File: config.mk
export PLATFORM = sky130hd
export DESIGN_NAME = agp_bridge_command_status
export DESIGN_NICKNAME = d
export VERILOG_FILES = /design/src/rtl/bridge_cmd_pkg.sv /design/src/rtl/agp_bridge_command_status.sv
export SDC_FILE = /design/constraint.sdc
export NUM_CORES = 1
export LEC_CHECK = 0
export BUFFER_PORTS_ARGS = -buffer_cell sky130_fd_sc_hd__buf_2
export CAP_MARGIN = 10
export CELL_PAD_IN_SITES_DETAIL_PLACEMENT = 1
export CELL_PAD_IN_SITES_GLOBAL_PLACEMENT = 2
export CORE_UTILIZATION = 22
export CTS_CLUSTER_DIAMETER = 200
export DETAILED_ROUTE_END_ITERATION = 10
export PLACE_DENSITY = 0.79
export SLEW_MARGIN = 10
export SYNTH_ARGS = -nofsm -noshare
export SYNTH_HDL_FRONTEND = slang
export SYNTH_SLANG_ARGS = --single-unit
File: constraint.sdc
create_clock -name clk -period 1.5 [get_ports clk]
set_clock_uncertainty 0.05 [all_clocks]
set_input_delay 0.225 -clock clk [delete_from_list [all_inputs] [get_ports clk]]
set_output_delay 0.225 -clock clk [all_outputs]
set_load 0.005 [all_outputs]
File: src/rtl/bridge_cmd_pkg.sv
// Purpose: constants for the bridge command/status register pair
// Assumes: registers are word aligned at four times their index
// Notes: all offsets, field positions and reset values live here
package bridge_cmd_pkg;
  // register indices; byte address is index * 4
  localparam logic [7:0] CMD_IDX = 8'h04;
  localparam logic [7:0] STS_IDX = 8'h06;
  localparam logic [7:0] IRQ_STAT_IDX = 8'h20;
  localparam logic [7:0] IRQ_MASK_IDX = 8'h21;
  // command fields
  localparam int CMD_IO_BIT = 0;
  localparam int CMD_MEM_BIT = 1;
  localparam int CMD_BM_BIT = 2;
  localparam int CMD_ERRMSG_BIT = 8;
  localparam logic [15:0] CMD_RESET = 16'h0000;
  // bits that must read zero in the command register
  localparam logic [15:0] CMD_ZERO_MASK = 16'hFEF8;
  // status fields
  localparam int STS_SSE_BIT = 14;
  localparam logic [15:0] STS_RESET = 16'h00A0;
  localparam logic [15:0] STS_CONST_MASK = 16'hBFFF;
  // interrupt status / mask layout
  localparam int IRQ_W = 2;
  localparam int IRQ_MSG_BIT = 0;
  localparam int IRQ_ABORT_BIT = 1;
  localparam logic [IRQ_W-1:0] IRQ_RESET = 2'h0;
  // bus encodings
  localparam logic [1:0] HTRANS_NONSEQ = 2'h2;
  localparam logic [1:0] HRESP_OKAY = 2'h0;

  typedef enum logic {
    BUS_IDLE = 1'b0,
    BUS_READ = 1'b1
  } bus_state_t;
endpackage : bridge_cmd_pkg

File: src/rtl/agp_bridge_command_status.sv
// Purpose: command/status register pair of a virtual bridge, AHB-Lite slave
// Assumes: all non-bus inputs come from logic on clk
// Notes: reads take one wait state, writes none
//
// What this block does
// - command register resets to zero; all decode, mastering and messaging off.
// - back-to-back, stepping, parity-check and special-cycle bits read zero.
// - write-invalidate enable bit reads zero whatever is written.
// - error message enable gates every system-error message of this function.
// - bus-master enable low makes AGP frame cycles master abort.
// - enable high accepts decoded frame cycles; sideband and pipe unaffected.
// - memory enable low disables memory windows, high enables them.
// - io enable low disables the io window, high enables it.
// - a sent error message sets status bit 14; write one clears.
// - parity, abort and data parity status bits read zero.
// - select timing field reads 00.
// - status bit 7 reads one.
// - status bit 5 reads one; status resets to 00A0.
//
// The AHB-Lite slave port is this design's own decision.
`timescale 1ns/1ps
module agp_bridge_command_status
  import bridge_cmd_pkg::*;
#(
  parameter int ERR_N = 4
) (
  input wire logic clk, // core clock
  input wire logic nrst, // synchronous reset, active low
  input wire logic ce, // clock enable, freezes state when low
  input wire logic hsel, // slave select
  input wire logic [31:0] haddr, // byte address
  input wire logic [1:0] htrans, // transfer type
  input wire logic hwrite, // write when high
  input wire logic [2:0] hsize, // transfer size, word only
  input wire logic [31:0] hwdata, // write data
  input wire logic hready, // bus ready
  output logic [31:0] hrdata, // read data
  output logic hreadyout, // slave ready
  output logic [1:0] hresp, // always okay
  input wire logic [ERR_N-1:0] errCond, // error condition pulses
  input wire logic [ERR_N-1:0] errCondEn, // per-condition enables
  output logic errMsgSend, // one-cycle message request to hub link
  input wire logic frameStart, // AGP master frame cycle start pulse
  input wire logic frameHit, // frame address hits a decode range
  output logic frameAccept, // frame cycle claimed
  output logic frameAbort, // frame cycle left to master abort
  input wire logic sbaStart, // sideband or pipe request pulse
  output logic sbaAccept, // sideband or pipe request taken
  input wire logic memCycle, // memory cycle pulse
  input wire logic memHit, // address inside memory or prefetch window
  output logic memClaim, // memory cycle decoded
  input wire logic ioCycle, // io cycle pulse
  input wire logic ioHit, // address inside io window
  output logic ioClaim, // io cycle decoded
  output logic irq // level interrupt
);

  ////////////////////////////////////////////////////////////////////////
  logic errMsgEn_reg;
  logic busMaster_reg;
  logic memEn_reg;
  logic ioEn_reg;
  logic sysErr_reg;
  logic [IRQ_W-1:0] irqStat_reg;
  logic [IRQ_W-1:0] irqMask_reg;
  bus_state_t state_reg;
  logic wrPend_reg;
  logic [7:0] wrIdx_reg;
  logic [7:0] rdIdx_reg;
  logic addrTaken;
  logic errEvent;
  logic wrCmd;
  logic wrSts;
  logic wrIrqStat;
  logic wrIrqMask;

  function automatic logic [15:0] cmdView(input logic se, input logic bm,
                                          input logic me, input logic ie);
    logic [15:0] v;
    v = CMD_RESET;
    v[CMD_ERRMSG_BIT] = se;
    v[CMD_BM_BIT] = bm;
    v[CMD_MEM_BIT] = me;
    v[CMD_IO_BIT] = ie;
    return v;
  endfunction : cmdView

  function automatic logic [15:0] stsView(input logic system_error_signaled);
    logic [15:0] v;
    v = STS_RESET;
    v[STS_SSE_BIT] = system_error_signaled;
    return v;
  endfunction : stsView

  assign addrTaken = hsel && hready && hreadyout && (htrans == HTRANS_NONSEQ);
  assign errEvent = |(errCond & errCondEn);
  assign wrCmd = wrPend_reg && (wrIdx_reg == CMD_IDX);
  assign wrSts = wrPend_reg && (wrIdx_reg == STS_IDX);
  assign wrIrqStat = wrPend_reg && (wrIdx_reg == IRQ_STAT_IDX);
  assign wrIrqMask = wrPend_reg && (wrIdx_reg == IRQ_MASK_IDX);

  ////////////////////////////////////////////////////////////////////////
  // bus phase tracking; reads wait one cycle so a write just before lands
  always_ff @(posedge clk) begin
    if (!nrst) begin
      state_reg <= BUS_IDLE;
      wrPend_reg <= 1'b0;
      wrIdx_reg <= 8'h00;
      rdIdx_reg <= 8'h00;
      hreadyout <= 1'b1;
      hresp <= HRESP_OKAY;
      hrdata <= 32'h0000_0000;
    end else if (ce) begin
      hresp <= HRESP_OKAY;
      unique case (state_reg)
        BUS_IDLE: begin
          wrPend_reg <= addrTaken && hwrite;
          wrIdx_reg <= haddr[9:2];
          if (addrTaken && !hwrite) begin
            state_reg <= BUS_READ;
            rdIdx_reg <= haddr[9:2];
            hreadyout <= 1'b0;
          end
        end
        BUS_READ: begin
          state_reg <= BUS_IDLE;
          wrPend_reg <= 1'b0;
          hreadyout <= 1'b1;
          // unmapped indices read zero
          unique case (rdIdx_reg)
            CMD_IDX: hrdata <= {16'h0000, cmdView(errMsgEn_reg, busMaster_reg,
                                                  memEn_reg, ioEn_reg)};
            STS_IDX: hrdata <= {16'h0000, stsView(sysErr_reg)};
            IRQ_STAT_IDX: hrdata <= {30'h0000_0000, irqStat_reg};
            IRQ_MASK_IDX: hrdata <= {30'h0000_0000, irqMask_reg};
            default: hrdata <= 32'h0000_0000;
          endcase
        end
      endcase
    end
  end

  ////////////////////////////////////////////////////////////////////////
  // command register: only four bits hold state, the rest are constants
  always_ff @(posedge clk) begin
    if (!nrst) begin
      errMsgEn_reg <= CMD_RESET[CMD_ERRMSG_BIT];
      busMaster_reg <= CMD_RESET[CMD_BM_BIT];
      memEn_reg <= CMD_RESET[CMD_MEM_BIT];
      ioEn_reg <= CMD_RESET[CMD_IO_BIT];
    end else if (ce && wrCmd) begin
      errMsgEn_reg <= hwdata[CMD_ERRMSG_BIT];
      busMaster_reg <= hwdata[CMD_BM_BIT];
      memEn_reg <= hwdata[CMD_MEM_BIT];
      ioEn_reg <= hwdata[CMD_IO_BIT];
    end
  end

  ////////////////////////////////////////////////////////////////////////
  // error messaging; the flag sets on the message, set beats clear
  always_ff @(posedge clk) begin
    if (!nrst) begin
      errMsgSend <= 1'b0;
      sysErr_reg <= STS_RESET[STS_SSE_BIT];
    end else if (ce) begin
      errMsgSend <= errMsgEn_reg && errEvent;
      if (errMsgSend) begin
        sysErr_reg <= 1'b1;
      end else if (wrSts && hwdata[STS_SSE_BIT]) begin
        sysErr_reg <= 1'b0;
      end
    end
  end

  ////////////////////////////////////////////////////////////////////////
  // cycle gating toward the AGP side
  always_ff @(posedge clk) begin
    if (!nrst) begin
      frameAccept <= 1'b0;
      frameAbort <= 1'b0;
      sbaAccept <= 1'b0;
      memClaim <= 1'b0;
      ioClaim <= 1'b0;
    end else if (ce) begin
      frameAccept <= frameStart && busMaster_reg && frameHit;
      frameAbort <= frameStart && !(busMaster_reg && frameHit);
      // sideband and pipe requests never look at the master enable
      sbaAccept <= sbaStart;
      memClaim <= memCycle && memEn_reg && memHit;
      ioClaim <= ioCycle && ioEn_reg && ioHit;
    end
  end

  ////////////////////////////////////////////////////////////////////////
  // interrupt status, mask and output
  always_ff @(posedge clk) begin
    if (!nrst) begin
      irqStat_reg <= IRQ_RESET;
      irqMask_reg <= IRQ_RESET;
      irq <= 1'b0;
    end else if (ce) begin
      // a new event in the clearing cycle survives
      irqStat_reg <= (irqStat_reg & ~(wrIrqStat ? hwdata[IRQ_W-1:0] : IRQ_RESET))
                     | ({IRQ_W{1'b0}} | (IRQ_W'(errMsgSend) << IRQ_MSG_BIT)
                     | (IRQ_W'(frameAbort) << IRQ_ABORT_BIT));
      if (wrIrqMask) begin
        irqMask_reg <= hwdata[IRQ_W-1:0];
      end
      irq <= |(irqStat_reg & irqMask_reg);
    end
  end
endmodule : agp_bridge_command_status

After elaboration in Yosys (flattened, before gate mapping)

Cells that the tools add are included.
W data, S select, Z words.

Equal/unequal tests: 10
Bitwise gates (word level): 7
Mux-type cells: 9
Reductions and logical operators: 31

Operators with widths:

| kind                 | count |
|---|---|
| $pmux W15 S4         | 1 |
| $eq A8 B3 Y1 const B | 4 |
| $eq A8 B6 Y1 const B | 4 |
| $logic_and A1 B1 Y1  | 20 |
| $reduce_and A2 Y1    | 5 |
| $pmux W1 S2          | 3 |
| $and A2 B2 Y2        | 2 |
| $and A4 B4 Y4        | 1 |
| $mux W1              | 4 |
| $reduce_or A4 Y1     | 1 |
| $reduce_and A3 Y1    | 1 |
| $eq A2 B2 Y1 const B | 1 |
| $logic_not A1 Y1     | 2 |
| $mux W2              | 1 |
| $ne A2 B2 Y1 const B | 1 |
| $not A2 Y2           | 1 |
| $or A1 B2 Y2         | 1 |
| $or A2 B2 Y2         | 1 |
| $reduce_bool A2 Y1   | 1 |
| $reduce_or A2 Y1     | 1 |
| $not A1 Y1           | 1 |

Register bits: 67
Logic and storage cells: 77
Input port bits: 90
Output and inout bits: 42

Depth between registers and ports, before layout

Depth after elaboration: 6
Gate-level depth with buffers: 4
Mapped depth without buffers: 3

Least setup slack after synthesis

OpenSTA, ideal clock, no wires.

Path kind: register -> register
Start: register rdIdx_reg[0]
End: register hrdata[1]
Clock period less this slack: 1.151 ns
Path slack: 0.349 ns
Cell stages (with the launch flop): 4
Library setup time: 0.120 ns
Required time: 1.330 ns
Buffers on the path: 0
Arrival: 0.981 ns
Path through: dfxtp_1 > mux2_2 > a22oi_1 > o21ai_1

Longest elaborated chain between the ends: 2
Elaborated cells on any way between the ends: 5
Classes of those cells: 4 x eq/ne; 1 x mux

RTL lines:

| item                                         | RTL line                         | source |
|---|---|---|
| from (decl)                                  | agp_bridge_command_status.sv:69  | `logic [7:0] rdIdx_reg;` |
| from (signal assigned)                       | agp_bridge_command_status.sv:121 | `rdIdx_reg <= haddr[9:2];` |
| $eq A8 B6 Y1 or $eq A8 B3 Y1 (tied branches) | agp_bridge_command_status.sv:130 | `unique case (rdIdx_reg)` |
| $pmux W15 S4 *                               | agp_bridge_command_status.sv:130 |  |
| to (signal assigned)                         | agp_bridge_command_status.sv:131 | `CMD_IDX: hrdata <= {16'h0000, cmdView(errMsgEn_reg, busMaster_reg,` |
| to (signal assigned)                         | agp_bridge_command_status.sv:133 | `STS_IDX: hrdata <= {16'h0000, stsView(sysErr_reg)};` |
| to (signal assigned)                         | agp_bridge_command_status.sv:134 | `IRQ_STAT_IDX: hrdata <= {30'h0000_0000, irqStat_reg};` |
| to (decl)                                    | agp_bridge_command_status.sv:37  | `output logic [31:0] hrdata,` |

Every way passes the cells marked *; elsewhere a longest branch is shown, timed or not.
A chain may end at the register's enable or synchronous reset.

Worst setup path after layout

Start: register state_reg
End: register rdIdx_reg[7]

Longest elaborated chain between the ends: 2

RTL lines:

| item                               | RTL line                         | source |
|---|---|---|
| from (decl)                        | agp_bridge_command_status.sv:66  | `bus_state_t state_reg;` |
| from (signal assigned)             | agp_bridge_command_status.sv:106 | `state_reg <= BUS_IDLE;` |
| from (signal assigned)             | agp_bridge_command_status.sv:120 | `state_reg <= BUS_READ;` |
| from (signal assigned)             | agp_bridge_command_status.sv:126 | `state_reg <= BUS_IDLE;` |
| $not A1 Y1 (no source line)        | --                               |  |
| $reduce_and A3 Y1 (no source line) | --                               |  |

No other way between the ends.

==> out/qor.txt <==
status -> complete, no violations
Max stage delay cell, worst path -> nand4b_1
Residual DRC -> 0
Reg area -> 821 µm²
IO Count -> 132
CTS tree -> yes
Gate power share -> 8.9%
input/output buffers -> 50
maximum VDD drop -> 328 µV
hold bufs inserted after CTS -> 0
Reg clk slew, reported paths -> 0.08 ns
Switching Share -> 23.3%
via count -> 1723
postcts setup bufs -> 0
total leakage power -> 1.01 nW
final-report setup violation count -> 0
crit-path max cell delay -> 0.41 ns
max-cap viol count -> 0
Worst Setup Path Type -> flop to flop
syn avg cell area -> 8.98 µm²
initial core utilization -> 23.1%
GRT busiest layer -> met2
DR pass1 iterations -> 4
num rows -> 34
Die Area -> 9740 µm²
Hold Crit Class -> input pin to flop
fin nets -> 366
layout cells sized above 1 -> 26.7%
met3 GRT Util -> 2.84%
n_diodes -> 0
Power Density -> 935 nW/µm²
TritonCTS buffer count -> 5
unrepaired setup endpoints after global routing -> no
GP Congestion -> 0.689
# fillers -> 1045
DR iter-0 viols -> 90
P_sw -> 0.000526 W
final WL -> 5150 µm
Die Ht -> 98.7 µm
sequential power share -> 49.8%
gr ovfl total -> 0
Root Buffer -> clkbuf_8
Critical Path, Cell by Cell -> nand4b_1 -> o21ai_0 -> a21oi_1
sequential share of the synthesized area -> 39.9%
core area -> 8890 µm²
vias in the first global route -> 1695
Mapped Cells -> 229
reg2reg path depth -> 3
worst path required time -> 1.64 ns
met2 GRT Util -> 19.1%
clk sinks -> 41
gr usage total -> 10.9%
H-tree depth -> 2
die width -> 98.7 µm
average routed wire per standard cell -> 13.4 µm
startpoint class of the critical path -> flop
worst skew pair latency -> 0.30 ns
largest net degree at the start of global routing -> 23
Detail Placement HPWL -> 3970 µm
Yosys reg bits -> 41
initial antenna violation count -> 0
# resized after CTS -> 0
reg2reg start -> state_reg$_SDFFE_PN0P_
CP max FO -> 9
final hold violation count -> 0
P_int -> 0.00173 W
RR Endpoint -> rdIdx_reg[7]$_SDFFE_PN0P_
pre-CTS setup slack -> 0.189 ns
grt met1 use -> 12.7%
FMAX -> 758 MHz
Slew Viols, Final -> 0
first-pass GRT wire length -> 8290 µm
synth warn -> 0
Fin Setup TNS -> 0 ns
final worst slack -> 0.180 ns
post-synthesis cell area -> 2060 µm²
Layout area overhead -> 17.4%
Clock power frac -> 41.3%
CP Launch Point -> state_reg$_SDFFE_PN0P_
vias per inst -> 4.48
crit path capture -> rdIdx_reg[7]$_SDFFE_PN0P_
Reg2Reg Setup Slack -> 0.18 ns
Final min period -> 1.32 ns
distinct cell type count after synthesis -> 41
area occupied by multi-input gates -> 1060 µm²
Final ANT Viol Nets -> 0
Tcrit/Tclk final -> 88.0%
CP endpoint kind -> flop
CP arrival -> 1.45 ns
CTS Buffer Depth -> 2
-- power by group through the flow --
stage | Combinational (W) | Sequential (W) | Clock, W
2_1_floorplan | 0.000165 | 0.00115 | 0
3_3_place_gp | 0.000198 | 0.00115 | 0
3_5_place_dp | 0.000201 | 0.00115 | 0
4_1_cts | 0.000201 | 0.00113 | 0.000958
5_1_grt | 0.000223 | 0.00113 | 0.00101
6_report | 0.000200 | 0.00113 | 0.000932
-- per-layer routing --
layer,share of wire (%),up-vias
li1,-,852
met1,44,828
met2,51,36
met3,3.6,7
met4,1.6,0
met5,0,-
-- critical path, delay by kind of cell (launching register included) --
kind | cells | cell delay, ns
and+or+nand+nor | 1 | 0.41
DFF | 1 | 0.38
AOI/OAI and AO/OA | 2 | 0.37
-- kinds of logic after synthesis --
family	Yosys count	synth area share, %
AOI/OAI and AO/OA	52	14.9
buffers and inverters	41	13.4
DFF	41	39.9
muxes	9	4.50
other	1	0.182
and+or+nand+nor	85	27.1
-- how the worst min path moves through the flow --
stage | from | to | cells past startpoint
6_report | sbaStart | sbaAccept$_SDFFE_PN0P_ | 3
4_1_cts | sbaStart | sbaAccept$_SDFFE_PN0P_ | 3
2_1_floorplan | haddr[2] | wrIdx_reg[0]$_SDFFE_PN0P_ | 2
5_1_grt | sbaStart | sbaAccept$_SDFFE_PN0P_ | 3
3_3_place_gp | hrdata[14]$_SDFFE_PN0P_ | hrdata[14]$_SDFFE_PN0P_ | 2
3_5_place_dp | hrdata[14]$_SDFFE_PN0P_ | hrdata[14]$_SDFFE_PN0P_ | 2
-- cell usage in the layout, fill, tap and decap left out, types with 2 or more instances in the layout --
cell,count
o21ai_1,2
mux2_2,2
buf_4,4
nand4b_1,9
a21oi_1,26
and4b_1,3
nand2b_1,7
nor3b_2,3
nand2_1,35
o21ai_0,9
a31o_1,2
nor2b_1,2
a41oi_1,2
a22o_1,2
clkbuf_8,6
mux2i_1,7
conb_1,27
a22oi_1,3
nor2_1,4
nand3_1,6
buf_2,50
dfxtp_1,41
nand4_1,6
-- cells in the mapped netlist --
cell type  instances  area [µm²]
o21ai_1            2        10.0
a31o_1             2        17.5
nor3b_2            3        37.5
nor2_1             4        15.0
a211oi_1           1        7.51
and4bb_2           1        12.5
nor2b_1            2        12.5
o211ai_1           1        7.51
nand4_1            6        37.5
nor4b_4            1        23.8
nand2_1           35         131
nor4_4             1        21.3
nand3_4            1        17.5
nor3_4             1        16.3
o2111ai_1          1        8.76
a22oi_1            3        22.5
nor3b_1            1        7.51
buf_4             31         233
and4b_1            3        30.0
inv_2              1        3.75
clkbuf_1           3        11.3
nand3_1            6        30.0
nand4b_1           9        78.8
dfxtp_1           41         821
conb_1             1        3.75
a31o_2             1        8.76
a22o_1             2        17.5
a21oi_1           26         130
nand4bb_1          1        11.3
buf_1              2        7.51
o21ai_0            9        45.0
nand2b_1           7        43.8
a31oi_1            1        6.26
o21a_1             1        7.51
a41oi_1            2        17.5
and3b_1            1        8.76
and2_1             1        6.26
mux2i_1            7        70.1
and4bb_4           1        16.3
mux2_2             2        22.5
buf_2              4        20.0
-- layout make-up --
type | count | share of cell area (%)
Multi-Input combinational cell | 173 | 43.8
Tap cell | 108 | 5.60
Sequential cell | 41 | 34.0
Timing Repair Buffer | 54 | 11.6
Inverter | 1 | 0.155
Clock inverter | 1 | 1.24
Clock buffer | 7 | 3.58
-- through the flow --
| stage | hold slack, ns | cell area (µm²) | total power, W | utilization [%] | cells |
|---|---|---|---|---|---|
| 5_1_grt | 0.107 | 2410 | 0.00236 | 27.2 | 385 |
| 2_1_floorplan | 0.311 | 2150 | 0.00131 | - | 255 |
| 6_report | 0.109 | 2410 | 0.00226 | 27.2 | 385 |
| 3_5_place_dp | 0.400 | 2300 | 0.00135 | 25.9 | 377 |
| 4_1_cts | 0.106 | 2410 | 0.00228 | 27.2 | 385 |
| 3_3_place_gp | 0.395 | 2300 | 0.00135 | 25.9 | 377 |
Power figures use the tool's default switching activity.
